==> src/design/sacrp_consts.svh <==
`ifndef SACRP_CONSTS_SVH
`define SACRP_CONSTS_SVH

// Result and input word shape
`define SACRP_RES_BITS   8
`define SACRP_WORD_BITS  4
`define SACRP_CNT_W      4
`define SACRP_WORD_LAST  4'h3
`define SACRP_ADDR_LAST  4'h1
`define SACRP_NULL_LAST  4'h0
`define SACRP_LSB_COUNT  4'h8
`define SACRP_MSB_MASK   8'h80
`define SACRP_FIFO_DEPTH 4

// Multiplexer address codes, two-channel variant
`define SACRP_MUX_DIFF_01 2'h0
`define SACRP_MUX_DIFF_10 2'h1
`define SACRP_MUX_SE_0    2'h2
`define SACRP_MUX_SE_1    2'h3

`endif

==> src/design/sacrp_pkg.sv <==
package sacrp_pkg;
`include "sacrp_consts.svh"

    typedef enum logic [2:0] {
        SACRP_IDLE,
        SACRP_HUNT,
        SACRP_WORD,
        SACRP_ACQ,
        SACRP_CONV,
        SACRP_TRAIL
    } sacrp_state_t;

    typedef struct packed {
        logic [1:0]                 cfg;
        logic [`SACRP_RES_BITS-1:0] code;
    } sacrp_result_t;

endpackage

==> src/design/sacrp_port.sv <==
`timescale 1ns/10ps
`include "sacrp_consts.svh"

// Overview of operation
// - Chip select low enables, high disables
// - Two-channel variant powered off while deselected
// - Two-channel variant powers down between conversions
// - Chip select falling edge starts new transfer
// - Differential variant: first clock enables output
// - Differential variant takes no input word
// - Two null bits precede the result
// - Result MSB first, then zeros forever
// - Eight-bit successive approximation with sample-hold
// - Input bits sampled on rising clock
// - Output bits change on rising clock
// - Leading zeros ignored, first one starts
// - Four input word bits follow start
// - First two word bits select multiplexer
// - Last two bits give acquisition time
// - Input ignored after word until reselect
// - Single-ended to ground, differential between channels
// - Dummy bits are don't-care
// - Hold and convert on fall after dummy
// - Shared wire driven low fifth fall

// ****************************************************************
// Result buffer
// ****************************************************************
module sacrp_fifo #(
    parameter int WIDTH = 10,
    parameter int DEPTH = 4
) (
    input  wire logic             ref_clk,
    input  wire logic             rst,
    input  wire logic [WIDTH-1:0] in_data,
    input  wire logic             in_valid,
    output logic                  in_ready,
    output logic      [WIDTH-1:0] out_data,
    output logic                  out_valid,
    input  wire logic             out_ready
);
    localparam int AW = $clog2(DEPTH);

    logic [WIDTH-1:0] mem [DEPTH];
    logic [AW:0]      wr_ptr;
    logic [AW:0]      rd_ptr;
    logic             full;
    logic             empty;

    assign full      = (wr_ptr[AW] != rd_ptr[AW]) && (wr_ptr[AW-1:0] == rd_ptr[AW-1:0]);
    assign empty     = (wr_ptr == rd_ptr);
    assign in_ready  = !full;
    assign out_valid = !empty;
    assign out_data  = mem[rd_ptr[AW-1:0]];

    always_ff @(posedge ref_clk) begin
        if (in_valid && !full) begin
            mem[wr_ptr[AW-1:0]] <= in_data;
        end
    end

    always_ff @(posedge ref_clk) begin
        if (rst) begin
            wr_ptr <= '0;
        end else if (in_valid && !full) begin
            wr_ptr <= wr_ptr + 1'b1;
        end
    end

    always_ff @(posedge ref_clk) begin
        if (rst) begin
            rd_ptr <= '0;
        end else if (out_ready && !empty) begin
            rd_ptr <= rd_ptr + 1'b1;
        end
    end
endmodule

// ****************************************************************
// Serial command and result port
// ****************************************************************
module sacrp_port (
    input  wire logic                       ref_clk,
    input  wire logic                       rst,
    input  wire logic                       two_channel,
    input  wire logic                       cs_n_pin,
    input  wire logic                       sclk_pin,
    input  wire logic                       din_pin,
    output logic                            dout_o,
    output logic                            dout_oe_n,
    input  wire logic [`SACRP_RES_BITS-1:0] analog_input_zero,
    input  wire logic [`SACRP_RES_BITS-1:0] analog_input_one,
    output logic                            converter_powered,
    output sacrp_pkg::sacrp_result_t        result_data,
    output logic                            result_valid,
    input  wire logic                       result_ready
);
    import sacrp_pkg::*;

    logic                       cs_m;
    logic                       cs_s;
    logic                       cs_d;
    logic                       sclk_m;
    logic                       sclk_s;
    logic                       sclk_d;
    logic                       din_m;
    logic                       din_s;
    logic                       rise;
    logic                       fall;
    logic                       cs_fall;

    sacrp_state_t               state;
    logic [`SACRP_CNT_W-1:0]    cnt;
    logic [1:0]                 mux_cfg;
    logic [`SACRP_RES_BITS-1:0] level;
    logic [`SACRP_RES_BITS-1:0] held;
    logic [`SACRP_RES_BITS-1:0] sar;
    logic [`SACRP_RES_BITS-1:0] mask;
    logic [`SACRP_RES_BITS-1:0] trial;
    logic                       sar_bit;
    logic                       acquiring;
    logic                       hold_now;
    logic                       push;
    logic                       space;
    sacrp_result_t              push_data;

    // ****************************************************************
    // Pin synchronisers and edge detect
    // ****************************************************************
    always_ff @(posedge ref_clk) begin
        if (rst) begin
            cs_m <= 1'b1;
            cs_s <= 1'b1;
            cs_d <= 1'b1;
        end else begin
            cs_m <= cs_n_pin;
            cs_s <= cs_m;
            cs_d <= cs_s;
        end
    end

    always_ff @(posedge ref_clk) begin
        if (rst) begin
            sclk_m <= 1'b0;
            sclk_s <= 1'b0;
            sclk_d <= 1'b0;
            din_m  <= 1'b0;
            din_s  <= 1'b0;
        end else begin
            sclk_m <= sclk_pin;
            sclk_s <= sclk_m;
            sclk_d <= sclk_s;
            din_m  <= din_pin;
            din_s  <= din_m;
        end
    end

    // Data and clock see the same delay, so the sample stays aligned
    assign rise    = sclk_s && !sclk_d;
    assign fall    = !sclk_s && sclk_d;
    assign cs_fall = !cs_s && cs_d;

    // ****************************************************************
    // Sequence control
    // ****************************************************************
    // Hold only when the buffer can take the result; a full buffer
    // stalls the exchange instead of losing a conversion.
    assign hold_now = (state == SACRP_ACQ) && fall && space;

    always_ff @(posedge ref_clk) begin
        if (rst || cs_s) begin
            state <= SACRP_IDLE;
            cnt   <= '0;
        end else begin
            case (state)
                SACRP_IDLE: begin
                    if (cs_fall) begin
                        state <= two_channel ? SACRP_HUNT : SACRP_ACQ;
                    end
                end
                SACRP_HUNT: begin
                    if (rise && din_s && space) begin
                        state <= SACRP_WORD;
                        cnt   <= '0;
                    end
                end
                SACRP_WORD: begin
                    if (rise) begin
                        cnt <= cnt + 1'b1;
                        if (cnt == `SACRP_WORD_LAST) begin
                            state <= SACRP_ACQ;
                        end
                    end
                end
                SACRP_ACQ: begin
                    if (hold_now) begin
                        state <= SACRP_CONV;
                        cnt   <= '0;
                    end
                end
                SACRP_CONV: begin
                    if (rise) begin
                        cnt <= cnt + 1'b1;
                        if (cnt == `SACRP_LSB_COUNT) begin
                            state <= SACRP_TRAIL;
                        end
                    end
                end
                SACRP_TRAIL: begin
                    state <= SACRP_TRAIL;
                end
                default: begin
                    state <= SACRP_IDLE;
                end
            endcase
        end
    end

    // ****************************************************************
    // Input word
    // ****************************************************************
    always_ff @(posedge ref_clk) begin
        if (rst) begin
            mux_cfg <= '0;
        end else if (state == SACRP_WORD && rise && cnt <= `SACRP_ADDR_LAST) begin
            mux_cfg <= {mux_cfg[0], din_s};
        end
    end

    // ****************************************************************
    // Input selection and sample-hold
    // ****************************************************************
    always_comb begin
        level = '0;
        if (!two_channel) begin
            level = (analog_input_zero >= analog_input_one) ?
                    analog_input_zero - analog_input_one : '0;
        end else begin
            case (mux_cfg)
                `SACRP_MUX_DIFF_01: begin
                    level = (analog_input_zero >= analog_input_one) ?
                            analog_input_zero - analog_input_one : '0;
                end
                `SACRP_MUX_DIFF_10: begin
                    level = (analog_input_one >= analog_input_zero) ?
                            analog_input_one - analog_input_zero : '0;
                end
                `SACRP_MUX_SE_0: begin
                    level = analog_input_zero;
                end
                `SACRP_MUX_SE_1: begin
                    level = analog_input_one;
                end
                default: begin
                    level = '0;
                end
            endcase
        end
    end

    // Tracking starts once the address is in, through the dummy bits
    assign acquiring = (state == SACRP_ACQ) ||
                       (state == SACRP_WORD && cnt > `SACRP_ADDR_LAST);

    always_ff @(posedge ref_clk) begin
        if (rst) begin
            held <= '0;
        end else if (acquiring) begin
            held <= level;
        end
    end

    // ****************************************************************
    // Successive approximation
    // ****************************************************************
    assign trial   = sar | mask;
    assign sar_bit = (held >= trial);

    always_ff @(posedge ref_clk) begin
        if (rst || hold_now) begin
            sar  <= '0;
            mask <= `SACRP_MSB_MASK;
        end else if (state == SACRP_CONV && rise && cnt != `SACRP_NULL_LAST) begin
            sar  <= sar_bit ? trial : sar;
            mask <= mask >> 1;
        end
    end

    // ****************************************************************
    // Serial output driver
    // ****************************************************************
    always_ff @(posedge ref_clk) begin
        if (rst || cs_s) begin
            dout_oe_n <= 1'b1;
        end else if (hold_now) begin
            dout_oe_n <= 1'b0;
        end
    end

    always_ff @(posedge ref_clk) begin
        if (rst || cs_s || hold_now) begin
            dout_o <= 1'b0;
        end else if (rise) begin
            if (state == SACRP_CONV && cnt != `SACRP_NULL_LAST) begin
                dout_o <= sar_bit;
            end else begin
                dout_o <= 1'b0;
            end
        end
    end

    // ****************************************************************
    // Power control
    // ****************************************************************
    always_ff @(posedge ref_clk) begin
        if (rst) begin
            converter_powered <= 1'b0;
        end else if (two_channel) begin
            converter_powered <= !cs_s && (state == SACRP_WORD || state == SACRP_ACQ ||
                                           state == SACRP_CONV);
        end else begin
            converter_powered <= !cs_s;
        end
    end

    // ****************************************************************
    // Result buffer
    // ****************************************************************
    assign push           = (state == SACRP_CONV) && rise && !cs_s && (cnt == `SACRP_LSB_COUNT);
    assign push_data.cfg  = two_channel ? mux_cfg : `SACRP_MUX_DIFF_01;
    assign push_data.code = sar_bit ? trial : sar;

    sacrp_fifo #(
        .WIDTH ($bits(sacrp_result_t)),
        .DEPTH (`SACRP_FIFO_DEPTH)
    ) u_fifo (
        .ref_clk   (ref_clk),
        .rst       (rst),
        .in_data   (push_data),
        .in_valid  (push),
        .in_ready  (space),
        .out_data  (result_data),
        .out_valid (result_valid),
        .out_ready (result_ready)
    );
endmodule

==> config.mk <==
export PLATFORM = sky130hd
export DESIGN_NAME = sacrp_port
export DESIGN_NICKNAME = d
export VERILOG_FILES = /design/src/design/sacrp_pkg.sv /design/src/design/sacrp_port.sv
export VERILOG_INCLUDE_DIRS = /design/src /design/src/design
export SDC_FILE = /design/constraint.sdc
export NUM_CORES = 1
export LEC_CHECK = 0
export BUFFER_PORTS_ARGS = -buffer_cell sky130_fd_sc_hd__buf_2
export CAP_MARGIN = 20
export CORE_MARGIN = 2
export CORE_UTILIZATION = 50
export DETAILED_ROUTE_END_ITERATION = 12
export MAX_ROUTING_LAYER = met4
export PLACE_DENSITY = 0.68
export SLEW_MARGIN = 40
export SYNTH_ARGS = -nofsm -noshare
export SYNTH_HDL_FRONTEND = slang
export SYNTH_HIERARCHICAL = 1
export SYNTH_SLANG_ARGS = --single-unit
==> constraint.sdc <==
create_clock -name ref_clk -period 2.4 [get_ports ref_clk]
set_input_delay 0.48 -clock ref_clk [delete_from_list [all_inputs] [get_ports ref_clk]]
set_output_delay 0.48 -clock ref_clk [all_outputs]
set_load 0.02 [all_outputs]
==> key figures, run 1 <==
STA
  – TNS Setup: 0 ps
  – RSZ-0062 raised after global routing: false
  – Fin. max-slew vios: 0
  – Period utilization: 91.83%
  – Final setup fails: 0
  – Final Worst Setup Slack: 196.2 ps
  – Measured slew at the worst slew-check pin: 515.0 ps
  – Rel. slew slack: 65.42%
  – Setup Skew: 13.76 ps
  – Tmin final: 2204 ps
  – Final Hold Fails: 0
  – Fmax: 453.8 MHz

Setup path
  – Worst path required time: 2700 ps
  – Worst path cell trace: or2_2, ha_1, nand2b_1, a21o_1, a21oi_1, o21ai_2, and3_1, a22o_1
  – Crit path kind: flip-flop to flip-flop
  – Critical Path AT: 2500 ps
  – Startpoint types: flip-flop
  – Worst setup EP type: flip-flop
  – CP max stage cell: and3_1
  – CP max FO: 10
  – Worst path max stage delay: 410 ps

Place
  – IO buf count: 36
  – Placed Area: 0.005445 mm²
  – RD Place Congestion: 0.8592
  – Post-DP HPWL: 7406 µm
  – Place WS: 101.6 ps
  – Dpl cells: 651

Status
  – Status: finished, final reports clean

Global routing
  – Total gr overflow: 0
  – Pin count of the biggest net entering global routing: 19
  – Vias in the first global route: 3,504
  – First-pass GRT wire length: 16,590 µm
  – Total track usage: 19.09%
  – Initial antenna violation count: 0

Die
  – Std-Cell Rows: 36
  – # IOs: 37
  – Core area: 0.009774 mm²
  – Die area: 0.01091 mm²
  – Chip width: 104.5 µm
  – Die H: 104.5 µm
  – Initial Util: 51.64%

Routing
  – DRT antenna net count: 0
  – Vias/cell: 5.504
  – Vias: 3,671
  – Drt wl/cell: 14.80 µm
  – First DRT Iteration DRCs: 187
  – Remaining DRCs: 0
  – Final WL: 9874 µm
  – First-pass DRT Iterations: 4

Logic synthesis
  – Synth Area per Inst: 10.49 µm²
  – Count leader, synth: dfxtp_1
  – Commonest cells in the netlist: dfxtp_1 (52), edfxtp_1 (40), nor2_1 (35)
  – Post-synth EDFFs: 40
  – Warnings, synthesis: 6
  – Most common flop cell mapped by yosys: dfxtp_1
  – Synth cell types: 67
  – Mapped Cells: 481
  – Fraction of registers with async set/reset: 0%
  – Sequential fraction of the synthesis area: 44.42%
  – Area leader, netlist: edfxtp_1
  – Top cell type's share of synthesized area: 23.80%
  – Largest cells by area after synthesis: edfxtp_1 (24%), dfxtp_1 (21%), ha_1 (7.9%)
  – Syn Std Cell Area: 0.005047 mm²
  – Synth Net Count: 538
  – Synthesized flop and latch total: 92

Final layout
  – Share of layout cells above drive strength 1: 20.41%
  – Final Cell Area: 0.005650 mm²
  – Filler instances: 875
  – Nets: 586
  – Post-route non-filler standard cell count: 667
  – # diodes: 0
  – Layout area overhead: 11.95%

Clock network
  – Hold buffers post-CTS: 0
  – CTS sink cnt: 92
  – H-Tree Depth: 3
  – CTS tree: yes
  – Worst-path clk slew: 90 ps
  – Clk Latency, worst-skew pair: 360 ps
  – CTS Buf Count: 9
  – Root buf cell: clkbuf_8
  – Cts repair resizes: 0
  – Setup Fix Bufs, Post-CTS: 0
  – Clk buf depth: 2

Power and ir drop
  – PD cells: 552.9 mW/mm²
  – Pleak: 2.244 nW
  – Max IR drop VDD: 357.9 µV
  – Power Total: 3.124 mW

Job
  – Max-cap violations: 0

Min path
  – HP Class: primary input to flip-flop
## path summary, 6_finish.rpt
kind             from  endpoint  slack [ps]  cells after the start
max           mask[0]    sar[6]         200                      8
min          cs_n_pin      cs_m         300                      2
max reg2reg   mask[0]    sar[6]         200                      8
min reg2reg      cs_m      cs_s         420                      1
## cells in the final DEF, fill, tap and decap left out, types with 4 or more instances in the layout
master    Yosys  final
buf_4         2     23
nand2_1      26     26
xor2_1        9      9
a22o_1        9      9
nor3b_1       6      6
inv_1        32     32
a21oi_1      24     24
ha_1         32     32
nor2_1       35     35
xnor2_1      12     12
o21ai_0      16     16
edfxtp_1     40     40
nor2b_1      10     10
buf_2        12     36
a31oi_1      12     12
and2_1        6      6
a21o_1        7      7
nand4_1       6      6
dfxtp_1      52     52
mux2i_1      14     14
a21o_2        8      8
clkbuf_8      0      9
and3_1        4      4
mux4_2       10     10
o211ai_1      6      6
a211oi_1      7      7
nand3_1      19     19
## cell families (layout without fill, tap and decap cells)
logic type | count (synthesis) | count (layout) | share of synthesized area [%]
compound gates | 123 | 123 | 17.80
xor+xnor | 21 | 21 | 3.644
fa+ha+maj | 34 | 34 | 8.726
buf+inv | 55 | 108 | 4.858
flops | 92 | 92 | 44.42
mux | 24 | 24 | 7.238
simple gates | 132 | 132 | 13.31
## area by class of cell
cell class	count	area (µm²)	area share, %
clock buffer	9	123.9	2.192
clock inverter	7	81.33	1.439
inverter	33	123.9	2.192
multi-input combinational	334	2560	45.31
sequential	92	2242	39.68
tap	133	166.4	2.945
timing repair buffer	59	352.8	6.244
## state kept, by name, summed over array words and instances, names as in the netlist, 2 cells and up, named ones only
name,flops
held,8
mask,8
u_fifo/rd_ptr,3
mux_cfg,2
cnt,4
state,3
u_fifo/wr_ptr,3
u_fifo/mem,40
sar,8
## where the power goes
| group | total [mW] | internal, mW | leakage, nW | switching (mW) |
|---|---|---|---|---|
| registers | 1.65 | 1.63 | 0.781 | 0.0165 |
| logic | 0.410 | 0.181 | 1.37 | 0.229 |
| clock network | 1.06 | 0.496 | 0.0944 | 0.569 |
| total | 3.12 | 2.31 | 2.24 | 0.814 |
## worst max-delay path: cells and delay by family, from the launching register on
kind,cells,cell delay [ps]
adders and majority gates,1,270
and+or+nand+nor,3,800
AOI/OAI and AO/OA,4,730
DFF,1,340
## per-layer routing
layer	GRT usage [%]	vias to the layer above	wire length, µm
met5	-	-	0
met4	4.923	0	96
met3	2.882	8	345
met2	31.75	82	4828
met1	24.49	1734	4604
li1	-	1847	-
## through the flow
stage / utilization [%] / hold slack, ps
3_5_place_dp: 55.71 / 399.7
6_report: 57.81 / 300.2
2_1_floorplan: - / 389.5
5_1_grt: 57.81 / 285.5
3_3_place_gp: 55.71 / 396.1
4_1_cts: 57.81 / 281.1
(Power assumes the default switching activity.)
==> inputs of run 2 (changes only) <==
==> constraint.sdc (replaced) <==
create_clock -name ref_clk -period 2.2 [get_ports ref_clk]
set_input_delay 0.44 -clock ref_clk [delete_from_list [all_inputs] [get_ports ref_clk]]
set_output_delay 0.44 -clock ref_clk [all_outputs]
set_load 0.02 [all_outputs]
==> key figures, run 2 (synthesis results as in run 1) <==
Job
  – Max-cap violations: 0

STA
  – Rel. slew slack: 52.89%
  – Measured slew at the worst slew-check pin: 701.7 ps
  – Fmax: 481.9 MHz
  – Tmin final: 2075 ps
  – Final Hold Fails: 0
  – Fin. max-slew vios: 0
  – Final setup fails: 0
  – Setup Skew: 8.863 ps
  – TNS Setup: 0 ps
  – Min Hold Slack: 264.5 ps
  – RSZ-0062 raised after global routing: false
  – Period utilization: 94.32%

Final layout
  – Commonest cells after routing, fill and taps aside: dfxtp_1 (52), buf_4 (44), edfxtp_1 (40), buf_2 (36), nor2_1 (35)
  – Share of layout cells above drive strength 1: 24.37%
  – # diodes: 0
  – Max reg flops: 40
  – Nets: 610
  – Layout area overhead: 16.98%
  – Commonest non-fill, non-tap cell in the layout: dfxtp_1
  – Final Cell Area: 0.005904 mm²
  – Post-route non-filler standard cell count: 691

Die
  – # IOs: 37
  – Std-Cell Rows: 36
  – Chip width: 104.5 µm
  – Die H: 104.5 µm
  – Die area: 0.01091 mm²
  – Initial Util: 51.64%
  – Core area: 0.009774 mm²

Global routing
  – Initial antenna violation count: 0
  – First-pass GRT wire length: 17,460 µm
  – Vias in the first global route: 3,705
  – Total gr overflow: 0
  – Total track usage: 20.29%
  – Pin count of the biggest net entering global routing: 17

Setup path
  – Worst setup path endpoint: u_fifo/mem[2][4]
  – Startpoint types: flip-flop
  – Worst path cell trace: nor2_1, ha_1, a21o_1, a221o_1, a21oi_2, o21ai_4, a21o_2
  – Buf/Inv on CP: 0
  – Crit path kind: flip-flop to flip-flop
  – Worst path required time: 2300 ps
  – Reg-to-Reg Start: sar[5]
  – Worst path max stage delay: 370 ps
  – Top delay family on crit path: compound AO/OA/AOI/OAI gates
  – CP max FO: 10
  – CP Launch Point: sar[5]
  – Worst setup EP type: flip-flop
  – R2r worst-path depth: 7
  – R2r setup slk: 120 ps
  – Stages on the worst setup path: 7
  – Crit Reg-Reg Endpoint: u_fifo/mem[2][4]
  – CP max stage cell: dfxtp_1
  – Critical Path AT: 2180 ps

Routing
  – DR top layer: met4
  – Met1 wire length: 4585 µm
  – Vias: 3,771
  – Vias/cell: 5.457
  – DRT antenna net count: 0
  – Metal2 WL: 5230 µm
  – Drt wl/cell: 14.92 µm
  – Remaining DRCs: 0
  – First DRT Iteration DRCs: 153
  – Final WL: 10,310 µm
  – Metal3 WL: 402 µm
  – First-pass DRT Iterations: 4

Place
  – RD Place Congestion: 0.8831
  – IO buf count: 36
  – Dpl cells: 675
  – Placed Area: 0.005667 mm²
  – Post-DP HPWL: 7864 µm

Status
  – Status: finished, final reports clean

Clock network
  – H-Tree Depth: 3
  – Clk Latency, worst-skew pair: 360 ps
  – CTS tree: yes
  – Worst-path clk slew: 80 ps
  – CTS sink cnt: 92
  – Root buf cell: clkbuf_8
  – Clk buf depth: 2
  – CTS Buf Count: 9

Min path
  – HP Class: primary input to flip-flop

Power and ir drop
  – Max IR drop VDD: 340.7 µV
  – Pleak: 2.384 nW
  – PD cells: 598.2 mW/mm²
[run 2: cell count changes in the layout (fill, tap and decap cells not counted), moves of 2 or more]
cell / previous run / this run
buf_4: 23 / 44
a21oi_1: 24 / 22
clkinvlp_4: 3 / 0
buf_12: 0 / 3
a21oi_2: 1 / 3
[run 2: power by group]
part / internal, mW / switching, mW / total [mW] / leakage [nW]
Sequential: 1.78 / 0.0115 / 1.79 / 0.781
Clock: 0.645 / 0.595 / 1.24 / 0.108
Combinational: 0.230 / 0.269 / 0.499 / 1.50
[run 2: worst min path at each step]
stage          startpoint    to  slack [ps]  cells after the start
2_1_floorplan        cs_m  cs_s         390                      1
3_3_place_gp         cs_m  cs_s         400                      1
3_5_place_dp         cs_m  cs_s         400                      1
4_1_cts          cs_n_pin  cs_m         250                      2
5_1_grt          cs_n_pin  cs_m         270                      2
6_report         cs_n_pin  cs_m         260                      2
[run 2: metal layers]
layer / vias up / global-route usage, %
met3: 10 / 3.133
met4: 0 / 6.371
li1: 1892 / -
met5: - / -
met1: 1785 / 24.63
met2: 84 / 34.78
[run 2: through the flow]
| stage | utilization [%] | worst slack [ps] | power (mW) |
|---|---|---|---|
| finish | 60.41 | 124.9 | 3.532 |
| global route | 60.41 | 10.41 | 3.685 |
| CTS | 60.22 | 23.40 | 3.570 |
| detailed placement | 57.97 | 4.935 | 2.330 |
| global placement | 57.97 | 12.59 | 2.321 |
| floorplan | - | 123.3 | 2.147 |
[run 2: repair_timing]
action	4_1_cts	5_1_grt
buffers inserted	0	0
resized for setup	0	5
endpoints found under the setup margin	0	21
hold buffers	0	0
hold endpoints to repair	0	0
[run 2: layout make-up]
class                   instances  area [µm²]
repair buffers                 83       570.5
clock buffers                   9       123.9
inverters                      33       123.9
multi-input cells             334        2582
clock inverters                 7       95.09
fillers                       839        3870
flip-flops and latches         92        2242
well taps                     133       166.4
==> inputs of run 3 (changes only) <==
==> constraint.sdc (replaced) <==
create_clock -name ref_clk -period 2.2 [get_ports ref_clk]
set_input_delay 0 -clock ref_clk [delete_from_list [all_inputs] [get_ports ref_clk]]
set_output_delay 0 -clock ref_clk [all_outputs]
set_load 0.02 [all_outputs]
==> key figures, run 3 (synthesis results as in run 1) <==
Die
  – Die H: 104.5 µm
  – Chip width: 104.5 µm
  – Std-Cell Rows: 36
  – Core area: 0.009774 mm²
  – Die area: 0.01091 mm²
  – Initial Util: 51.64%
  – # IOs: 37

STA
  – Final Hold Fails: 0
  – Tmin final: 2093 ps
  – TNS Setup: 0 ps
  – Period utilization: 95.15%
  – RSZ-0062 raised after global routing: false
  – Fin. max-slew vios: 0
  – Rel. slew slack: 55.94%
  – Fmax: 477.7 MHz
  – Setup Skew: 8.554 ps
  – Measured slew at the worst slew-check pin: 656.2 ps
  – Final setup fails: 0

Setup path
  – CP max FO: 7
  – Critical Path AT: 2190 ps
  – Worst path required time: 2300 ps
  – Startpoint types: flip-flop
  – Worst setup EP type: flip-flop
  – Crit path kind: flip-flop to flip-flop

Routing
  – Vias/cell: 5.484
  – Vias: 3,680
  – Final WL: 9935 µm
  – First DRT Iteration DRCs: 140
  – First-pass DRT Iterations: 5
  – Remaining DRCs: 0
  – Drt wl/cell: 14.81 µm
  – DRT antenna net count: 0

Place
  – Post-DP HPWL: 7467 µm
  – IO buf count: 36
  – RD Place Congestion: 0.8903

Final layout
  – Filler instances: 861
  – Layout Utilization: 58.81%
  – Commonest non-fill, non-tap cell in the layout: dfxtp_1
  – Commonest cells after routing, fill and taps aside: dfxtp_1 (51), edfxtp_1 (40), buf_2 (36), nor2_1 (35), inv_1 (32)
  – Layout area overhead: 13.88%
  – # diodes: 0
  – Nets: 590
  – Share of layout cells above drive strength 1: 21.56%
  – Max reg flops: 40

Clock network
  – Clk buf depth: 2
  – Root buf cell: clkbuf_8
  – Setup Fix Bufs, Post-CTS: 0
  – Worst-path clk slew: 90 ps
  – CTS sink cnt: 92
  – CTS tree: yes
  – H-Tree Depth: 3
  – CTS Buf Count: 9
  – Clk Latency, worst-skew pair: 350 ps

Power and ir drop
  – Power Total: 3.313 mW
  – PD cells: 576.4 mW/mm²
  – Max IR drop VDD: 311.3 µV
  – Pleak: 2.281 nW

Global routing
  – First-pass GRT wire length: 16,530 µm
  – Total track usage: 19.19%
  – Total gr overflow: 0
  – Pin count of the biggest net entering global routing: 32
  – Initial antenna violation count: 0
  – Vias in the first global route: 3,578

Status
  – Status: finished, final reports clean

Job
  – Max-cap violations: 0

Min path
  – HP Class: primary input to flip-flop
-- run 3: layout make-up --
class | count | area (µm²) | area share, %
Tap cell | 133 | 166.4 | 2.895
Clock buffer | 12 | 161.4 | 2.808
Timing Repair Buffer | 63 | 440.4 | 7.662
Multi-Input combinational cell | 334 | 2582 | 44.93
Inverter | 33 | 123.9 | 2.155
Sequential cell | 92 | 2243 | 39.03
Clock inverter | 4 | 30.03 | 0.5224
-- run 3: path summary, 6_finish.rpt --
kind	start	endpoint	slack (ps)	cells past startpoint
setup / recovery	sar[0]	u_fifo/mem[2][6]	110	8
hold / removal	two_channel	held[6]	30	3
setup reg to reg	sar[0]	u_fifo/mem[2][6]	110	8
hold reg to reg	cs_m	cs_s	420	1
-- run 3: routing by layer --
metal / track usage, % / wire, µm
met1: 24.19 / 4685
met2: 31.93 / 4835
met3: 3.070 / 326
met4: 5.695 / 88
met5: - / 0
-- run 3: critical path, stage by stage, from the launching register on --
cell	delay (ps)
dfxtp_1	330
or2_2	270
ha_1	270
nand2b_1	140
a21o_1	180
a21oi_2	160
o21ai_2	110
buf_12	140
a21o_2	230
-- run 3: metrics by stage --
stage	hold slack (ps)	setup WS [ps]	std cells	cell area, µm²
final	34.52	106.7	671	5748
after global placement	185.9	90.56	652	5507
after floorplan	103.8	123.3	481	5051
after CTS	15.32	36.25	671	5728
after global routing	34.25	10.18	671	5748
after detailed placement	186.1	56.21	652	5507
-- run 3: repair_timing --
| action | in CTS | in global routing |
|---|---|---|
| setup endpoints to repair | 0 | 64 |
| hold buffers | 3 | 0 |
| endpoints found under the hold margin | 3 | 0 |
| gates resized for setup | 0 | 5 |
-- run 3: power by group --
group / leakage (nW) / internal (mW) / total, mW / switching [mW]
registers: 0.781 / 1.78 / 1.80 / 0.0173
logic: 1.40 / 0.185 / 0.425 / 0.240
clock network: 0.0989 / 0.504 / 1.09 / 0.585
